==> src/core/sbc_regs.svh <==
//
// Purpose: Timing constants and codes for the blank/convert converter link
// Assumes: 50 MHz clock, 20 ns period
// Notes:   Timing counts are in clock cycles
`ifndef SBC_REGS_SVH
`define SBC_REGS_SVH

// ****************************************************************
// Timing
// ****************************************************************
`define SBC_CLK_PERIOD_NS  20
`define SBC_CONV_TIME_NS   25000
`define SBC_CONV_CYC       (`SBC_CONV_TIME_NS / `SBC_CLK_PERIOD_NS)
`define SBC_RES_BITS       8
`define SBC_STEP_CYC       (`SBC_CONV_CYC / `SBC_RES_BITS)
`define SBC_OE_MAX_NS      500
`define SBC_OE_CYC         (`SBC_OE_MAX_NS / `SBC_CLK_PERIOD_NS)
`define SBC_BLANK_NS       1500
`define SBC_BLANK_CYC      (`SBC_BLANK_NS / `SBC_CLK_PERIOD_NS)
`define SBC_MIN_PULSE_NS   2000
`define SBC_MIN_PULSE_CYC  ((`SBC_MIN_PULSE_NS + `SBC_CLK_PERIOD_NS - 1) / `SBC_CLK_PERIOD_NS)
`define SBC_OVERLAP_NS     15000
`define SBC_OVERLAP_CYC    (`SBC_OVERLAP_NS / `SBC_CLK_PERIOD_NS)

// ****************************************************************
// Codes
// ****************************************************************
`define SBC_BIPOLAR_ZERO   8'h80
`define SBC_TIMER_W        12

`endif

==> src/core/sbc_pkg.sv <==
//
// Purpose: Types shared by both ends of the converter link
// Assumes: Constants live in sbc_regs.svh
// Notes:   Gray codes along the usual path
//
package sbc_pkg;

    typedef enum logic [2:0] {
        DEV_STANDBY  = 3'h0,
        DEV_CONVERT  = 3'h1,
        DEV_DONE     = 3'h3,
        DEV_BLANKING = 3'h2,
        DEV_HALT     = 3'h5
    } sbc_dev_state_t;

    typedef enum logic [2:0] {
        CTL_IDLE   = 3'h0,
        CTL_PULSE  = 3'h1,
        CTL_WAIT   = 3'h3,
        CTL_SETTLE = 3'h2
    } sbc_ctl_state_t;

endpackage

==> src/core/sbc_link_if.sv <==
//
// Purpose: Pin level link between converter and its controller
// Assumes: One clock for both ends
// Notes:   Data bus reads high when undriven (pull-up model)
//
`timescale 1ns/1ns
interface sbc_link_if;

    logic       blank_convert_n;
    logic       conv_done_n;
    logic [7:0] data_o;
    logic       data_oe;
    logic [7:0] data_bus;

    assign data_bus = data_oe ? data_o : 8'hFF;

    modport dev (
        input  blank_convert_n,
        output conv_done_n,
        output data_o,
        output data_oe
    );

    modport ctl (
        output blank_convert_n,
        input  conv_done_n,
        input  data_bus
    );

endinterface

==> src/core/sbc_device.sv <==
//
// Purpose: Converter end: blank/convert control, approximation register, outputs
// Assumes: Analog level given as a digital code on ain
// Notes:   Times itself from clk; line passes a two-stage synchroniser
//
`timescale 1ns/1ns
`include "sbc_regs.svh"
module sbc_device #(
    parameter logic [`SBC_TIMER_W-1:0] STEP_CYC  = `SBC_TIMER_W'(`SBC_STEP_CYC),
    parameter logic [`SBC_TIMER_W-1:0] BLANK_CYC = `SBC_TIMER_W'(`SBC_BLANK_CYC),
    parameter logic [`SBC_TIMER_W-1:0] CLEAR_CYC = `SBC_TIMER_W'(`SBC_MIN_PULSE_CYC)
) (
    // Clock and reset
    input  wire logic   clk,
    input  wire logic   resetn,
    // Link
    sbc_link_if.dev     link,
    // Analog stand-in
    input  wire logic [7:0] ain,
    input  wire logic       bipolar,
    // Status
    output logic            converting
);

    // ****************************************************************
    // Line synchroniser
    // ****************************************************************
    logic bc_s1_q;
    logic bc_s2_q;
    logic bc_prev_q;
    logic bc_fall;

    always_ff @(posedge clk or negedge resetn) begin
        if (!resetn) begin
            bc_s1_q   <= 1'b1;
            bc_s2_q   <= 1'b1;
            bc_prev_q <= 1'b1;
        end else begin
            bc_s1_q   <= link.blank_convert_n;
            bc_s2_q   <= bc_s1_q;
            bc_prev_q <= bc_s2_q;
        end
    end

    assign bc_fall = bc_prev_q & ~bc_s2_q;

    // ****************************************************************
    // Comparator stand-in
    // ****************************************************************
    logic [7:0] target;
    logic [7:0] trial;
    logic       keep_bit;
    logic [7:0] sar_q;
    logic [2:0] bit_q;

    // Bipolar: signed input to offset binary, zero maps to midscale
    assign target   = bipolar ? (ain ^ `SBC_BIPOLAR_ZERO) : ain;
    assign trial    = sar_q | (8'h01 << bit_q);
    assign keep_bit = (trial <= target);

    // ****************************************************************
    // Control state
    // ****************************************************************
    sbc_pkg::sbc_dev_state_t         state_q;
    sbc_pkg::sbc_dev_state_t         state_d;
    logic [`SBC_TIMER_W-1:0]         timer_q;
    logic [`SBC_TIMER_W-1:0]         timer_d;
    logic [7:0]                      sar_d;
    logic [2:0]                      bit_d;
    logic                            done_n_q;
    logic                            done_n_d;
    logic                            oe_q;
    logic                            oe_d;
    logic [7:0]                      data_q;
    logic [7:0]                      data_d;

    always_comb begin
        state_d  = state_q;
        timer_d  = timer_q;
        sar_d    = sar_q;
        bit_d    = bit_q;
        done_n_d = done_n_q;
        oe_d     = oe_q;
        data_d   = data_q;
        case (state_q)
            sbc_pkg::DEV_STANDBY: begin
                done_n_d = 1'b1;
                oe_d     = 1'b0;
                if (bc_fall) begin
                    // Outputs left as they are on the start edge
                    state_d = sbc_pkg::DEV_CONVERT;
                    timer_d = '0;
                    sar_d   = 8'h00;
                    bit_d   = 3'h7;
                end
            end
            sbc_pkg::DEV_CONVERT: begin
                if (bc_s2_q) begin
                    // Halt; done and data untouched
                    state_d = sbc_pkg::DEV_HALT;
                    timer_d = '0;
                end else if (timer_q == STEP_CYC - `SBC_TIMER_W'(1)) begin
                    timer_d = '0;
                    sar_d   = keep_bit ? trial : sar_q;
                    if (bit_q == 3'h0) begin
                        state_d  = sbc_pkg::DEV_DONE;
                        done_n_d = 1'b0;
                        data_d   = keep_bit ? trial : sar_q;
                    end else begin
                        bit_d = bit_q - 3'h1;
                    end
                end else begin
                    timer_d = timer_q + `SBC_TIMER_W'(1);
                end
            end
            sbc_pkg::DEV_HALT: begin
                if (timer_q != CLEAR_CYC) begin
                    timer_d = timer_q + `SBC_TIMER_W'(1);
                end
                if (!bc_s2_q) begin
                    state_d = sbc_pkg::DEV_CONVERT;
                    if (timer_q == CLEAR_CYC) begin
                        // Long pulse cleared the register: start over
                        sar_d   = 8'h00;
                        bit_d   = 3'h7;
                    end
                    timer_d = '0;
                end
            end
            sbc_pkg::DEV_DONE: begin
                // Data driven one cycle after done falls
                oe_d = 1'b1;
                if (bc_s2_q) begin
                    state_d = sbc_pkg::DEV_BLANKING;
                    timer_d = '0;
                end
            end
            sbc_pkg::DEV_BLANKING: begin
                oe_d = 1'b1;
                if (!bc_s2_q) begin
                    // Early fall: fresh conversion, outputs unchanged
                    state_d = sbc_pkg::DEV_CONVERT;
                    timer_d = '0;
                    sar_d   = 8'h00;
                    bit_d   = 3'h7;
                end else if (timer_q == BLANK_CYC - `SBC_TIMER_W'(1)) begin
                    state_d  = sbc_pkg::DEV_STANDBY;
                    done_n_d = 1'b1;
                    oe_d     = 1'b0;
                    timer_d  = '0;
                end else begin
                    timer_d = timer_q + `SBC_TIMER_W'(1);
                end
            end
            default: begin
                state_d  = sbc_pkg::DEV_STANDBY;
                timer_d  = '0;
                done_n_d = 1'b1;
                oe_d     = 1'b0;
            end
        endcase
    end

    always_ff @(posedge clk or negedge resetn) begin
        if (!resetn) begin
            state_q  <= sbc_pkg::DEV_STANDBY;
            timer_q  <= '0;
            sar_q    <= 8'h00;
            bit_q    <= 3'h7;
            done_n_q <= 1'b1;
            oe_q     <= 1'b0;
            data_q   <= 8'h00;
        end else begin
            state_q  <= state_d;
            timer_q  <= timer_d;
            sar_q    <= sar_d;
            bit_q    <= bit_d;
            done_n_q <= done_n_d;
            oe_q     <= oe_d;
            data_q   <= data_d;
        end
    end

    // ****************************************************************
    // Outputs
    // ****************************************************************
    assign link.conv_done_n = done_n_q;
    assign link.data_oe     = oe_q;
    assign link.data_o      = data_q;
    assign converting       = (state_q == sbc_pkg::DEV_CONVERT);

endmodule

==> src/flat_wrapper.sv <==
// flat-port wrapper written by rule: the top's interface ports become plain ports
module sbc_device_flat 
#(
    parameter logic [`SBC_TIMER_W-1:0] STEP_CYC  = `SBC_TIMER_W'(`SBC_STEP_CYC),
    parameter logic [`SBC_TIMER_W-1:0] BLANK_CYC = `SBC_TIMER_W'(`SBC_BLANK_CYC),
    parameter logic [`SBC_TIMER_W-1:0] CLEAR_CYC = `SBC_TIMER_W'(`SBC_MIN_PULSE_CYC)
)
  (clk, resetn, ain, bipolar, converting, link_blank_convert_n, link_conv_done_n, link_data_o, link_data_oe);
  sbc_link_if link_i ();
  input  wire logic clk;
  input  wire logic resetn;
  input  wire logic [7:0] ain;
  input  wire logic bipolar;
  output logic converting;
  input wire logic [$bits(link_i.blank_convert_n)-1:0] link_blank_convert_n;
  output wire logic [$bits(link_i.conv_done_n)-1:0] link_conv_done_n;
  output wire logic [$bits(link_i.data_o)-1:0] link_data_o;
  output wire logic [$bits(link_i.data_oe)-1:0] link_data_oe;
  assign link_i.blank_convert_n = link_blank_convert_n;
  assign link_conv_done_n = link_i.conv_done_n;
  assign link_data_o = link_i.data_o;
  assign link_data_oe = link_i.data_oe;
  sbc_device #(.STEP_CYC(STEP_CYC), .BLANK_CYC(BLANK_CYC), .CLEAR_CYC(CLEAR_CYC)) u_core (.clk(clk), .resetn(resetn), .link(link_i), .ain(ain), .bipolar(bipolar), .converting(converting));
endmodule
==> config.mk <==
export PLATFORM = sky130hd
export DESIGN_NAME = sbc_device_flat
export DESIGN_NICKNAME = d
export VERILOG_FILES = /design/src/core/sbc_pkg.sv /design/src/core/sbc_link_if.sv /design/src/core/sbc_device.sv /design/src/flat_wrapper.sv
export VERILOG_INCLUDE_DIRS = /design/src /design/src/core
export SDC_FILE = /design/constraint.sdc
export NUM_CORES = 1
export LEC_CHECK = 0
export ABC_AREA = 1
export ABC_CLOCK_PERIOD_IN_PS = 2900
export BUFFER_PORTS_ARGS = -buffer_cell sky130_fd_sc_hd__buf_2
export CAP_MARGIN = 25
export CORE_ASPECT_RATIO = 1.75
export CORE_MARGIN = 2
export CORE_UTILIZATION = 35
export DETAILED_ROUTE_END_ITERATION = 12
export PLACE_DENSITY_LB_ADDON = 0.25
export SYNTH_ARGS = -nofsm -noshare
export SYNTH_HDL_FRONTEND = slang
export SYNTH_SLANG_ARGS = --single-unit
==> constraint.sdc <==
create_clock -name clk -period 2.9 [get_ports clk]
set_clock_uncertainty 0.1 [all_clocks]
set_input_delay 0.58 -clock clk [delete_from_list [all_inputs] [get_ports clk]]
set_output_delay 0.58 -clock clk [all_outputs]
set_load 0.005 [all_outputs]
==> impl_results.md <==
* Total track usage at between 15 and 20%
* Yosys reg bits at 39
* Core Area at 0.007567 mm²
* Die area at around 0.0085 mm²
* Critical Path Start Type: flop
* Pins Over Slew Limit at 0
* Area of the multi-input gates at around 0.0015 mm²
* Ant diodes at 0
* Reg clk slew, reported paths at 0.06 ns
* Initial cell density of the core at a little over a third
* Final setup TNS at 0 ns
* Vias at 2453
* Yosys cell types at 32
* Syn Nets at between 400 and 500
* # DRC at 0
* Register area share after synthesis at between 30% and 40%
* Die width at between 70 and 80 µm
* Worst hold endpoint: u_core.bc_s2_q$_DFF_PN1_
* Max cap viols at 0
* Layout area overhead at 13.58%
* Syn Inst Count at 378
* Post-route design area at roughly 0.0031 mm²
* Critical path type: reg -> reg
* FF-to-FF Start: u_core.bit_q[0]$_DFFE_PN1P_
* Hold WC Path Type: reg -> reg
* Post-CTS setup buffer count at 0
* Cts hold-fix bufs at 0
* Final WS setup at between 0.3 and 0.4 ns
* Total power at between 2 and 2.5 mW
* Final core occ at between 40% and 50%
* YS warnings at 0
* WL final at 6996 µm
* CTS Buf Count at 5
* Avg Inst Size Synth at 7.213 µm²
* Hold wc startpoint: u_core.bc_s1_q$_DFF_PN1_
* Largest net degree at the start of global routing at 40
* Final Hold Viols at 0
* Reg area at about 980 µm²
* Layout net count at roughly 430
* Global placement routability congestion at ~0.86
* Clock tree root buffer cell: clkbuf_16
* Avg WL per Cell at between 10 and 15 µm
* Crit share post-route at 87.32%
* CP arrival at 2.65 ns
* Worst-path fanout max at 9
* First-pass GRT wire length at 11550 µm
* Worst r2r path cells at 12
* Post-DP Area at 0.002923 mm²
* Slew margin rel. at 40.76%
* Worst r2r dst: u_core.link.data_o[6]$_DFFE_PN0P_
* RSZ-0062 raised after global routing: no
* Final number of setup-violating endpoints at 0
* Leak at ~1.6 nW
* Critical path required time at 3.02 ns
* CTS max path bufs at 2
* TritonCTS clock tree: built
* Port bufs at 22
* Fillers at 816
* Pwr Density at 800.4 mW/mm²
* ANT nets after route at 0
* Measured slew at the worst slew-check pin at a little under 0.9 ns
* Antenna violations before repair at 0
* DP Wirelength at between 5000 and 6000 µm
* Status: complete, no violations
* R2R Setup Slk at 0.37 ns
* Hold path cells at 0
* Final Critical Period at roughly 2.5 ns
* Worst VDD drop at roughly 0.42 mV
* Vias in the first global route at roughly 2600
* Cell area after synthesis at roughly 0.0027 mm²
* Die Span Y at 120.8 µm
* Share of post-route cells with drive strength above 1 at around a fifth
* Fmax at roughly 0.39 GHz
* CP Capture Type: flop
* H-Tree Depth at 2
* Global route total overflow at 0
* Place WS at 0.3566 ns
* Worst-Skew Late Latency at 0.28 ns
* DR iter-0 viols at between 100 and 150
* Pre-antenna DRT Iters at 4
* Row Count at 42
* Resized Gates After CTS at 0
* Num Clock Sinks at 39
* Via density at 4.976
* Io pins at 23
## cell usage after synthesis
library cell	number	area (µm²)
nand2_1	145	544.3
inv_1	35	131.4
dfrtp_1	32	800.8
nand3_1	29	145.1
nor2_1	27	101.4
ha_1	16	200.2
nand4_1	11	68.82
inv_2	10	37.54
nand2_2	10	62.56
o21ai_0	8	40.04
dfstp_2	7	183.9
nor2_2	7	43.79
o21bai_1	6	45.04
nand3b_1	5	37.54
buf_4	4	30.03
a21oi_1	3	15.01
nor2_4	3	33.78
a21o_1	2	15.01
nand4_2	2	25.02
nand4_4	2	42.54
xnor2_1	2	17.52
xor2_1	2	17.52
a21oi_2	1	8.760
buf_6	1	11.26
clkbuf_2	1	5.000
clkinv_1	1	3.750
nand2_4	1	11.26
nand3_2	1	10.01
nor3_1	1	5.000
nor3_4	1	16.27
o211ai_1	1	7.510
o21ai_2	1	8.760
## power breakdown
group | switching (mW) | internal [mW]
clock network | 0.223 | 0.428
registers | 0.0865 | 0.638
logic | 0.747 | 0.357
total | 1.06 | 1.42
## stage by stage
stage	hold slack (ns)	std cells
2_1_floorplan	0.1844	378
3_3_place_gp	0.2456	485
3_5_place_dp	0.2468	485
4_1_cts	0.2559	493
5_1_grt	0.2658	493
6_report	0.2551	493
## worst max-delay path, stage by stage (launching register included)
cell and delay (ns):
dfstp_2 0.56, inv_1 0.08, ha_1 0.22, a21o_1 0.19
ha_1 0.28, nand2_1 0.05, nor2_1 0.15, nand4_2 0.22
nand2_1 0.29, nand2_1 0.10, nand2_1 0.12, nand2_1 0.06
nand2_1 0.06
## cells by family (layout without fill, tap and decap cells)
group / Yosys count / in the layout / share of synthesized area [%]
AOI/OAI and AO/OA: 22 / 22 / 5.140
xor gates and xnor gates: 4 / 4 / 1.285
adders and majority gates: 16 / 16 / 7.343
buffers and inverters: 52 / 79 / 8.031
DFF: 39 / 39 / 36.12
and+or+nand+nor: 245 / 245 / 42.08
## layout by cell type (no fill, tap or decap), types with 10 or more instances in the layout
master,n
nor2_1,27
nand4_1,11
inv_2,10
dfrtp_1,32
nand2_2,10
inv_1,35
ha_1,16
nand3_1,29
buf_2,22
nand2_1,145
## final cells by class
type,count,area share [%]
multi-input cells,287,49.17
flip-flops and latches,39,31.80
inverters,46,5.576
clock buffers,6,4.485
repair buffers,25,4.283
well taps,88,3.556
clock inverters,2,1.131
## layer usage
layer  global-route usage, %  wire length [µm]  part of all wire (%)  vias up
li1                        -                 -                     -     1244
met1                   15.57              2467                    35     1141
met2                   35.81              4081                    58       48
met3                   2.167               166                   2.4       20
met4                   9.670               281                   4.0        0
met5                       0                 0                     0        -
## how the worst max path moves through the flow
stage	to	start	depth (start not counted)
3_3_place_gp	u_core.link.data_o[6]$_DFFE_PN0P_	u_core.bit_q[0]$_DFFE_PN1P_	18
4_1_cts	u_core.link.data_o[6]$_DFFE_PN0P_	u_core.bit_q[0]$_DFFE_PN1P_	18
2_1_floorplan	u_core.sar_q[0]$_DFFE_PN0P_	u_core.bit_q[0]$_DFFE_PN1P_	13
5_1_grt	u_core.sar_q[6]$_DFFE_PN0P_	u_core.bit_q[0]$_DFFE_PN1P_	18
6_report	u_core.link.data_o[6]$_DFFE_PN0P_	u_core.bit_q[0]$_DFFE_PN1P_	12
3_5_place_dp	u_core.link.data_o[6]$_DFFE_PN0P_	u_core.bit_q[0]$_DFFE_PN1P_	12
## sequential cells by signal, summed over array words and instances, names as in the netlist
signal / flops
u_core.sar_q: 8
u_core.link.data_oe: 1
u_core.bc_s1_q: 1
u_core.link.data_o: 8
u_core.state_q: 3
u_core.link.conv_done_n: 1
u_core.bit_q: 3
u_core.bc_prev_q: 1
u_core.bc_s2_q: 1
u_core.timer_q: 12
Power figures use the tool's default switching activity.
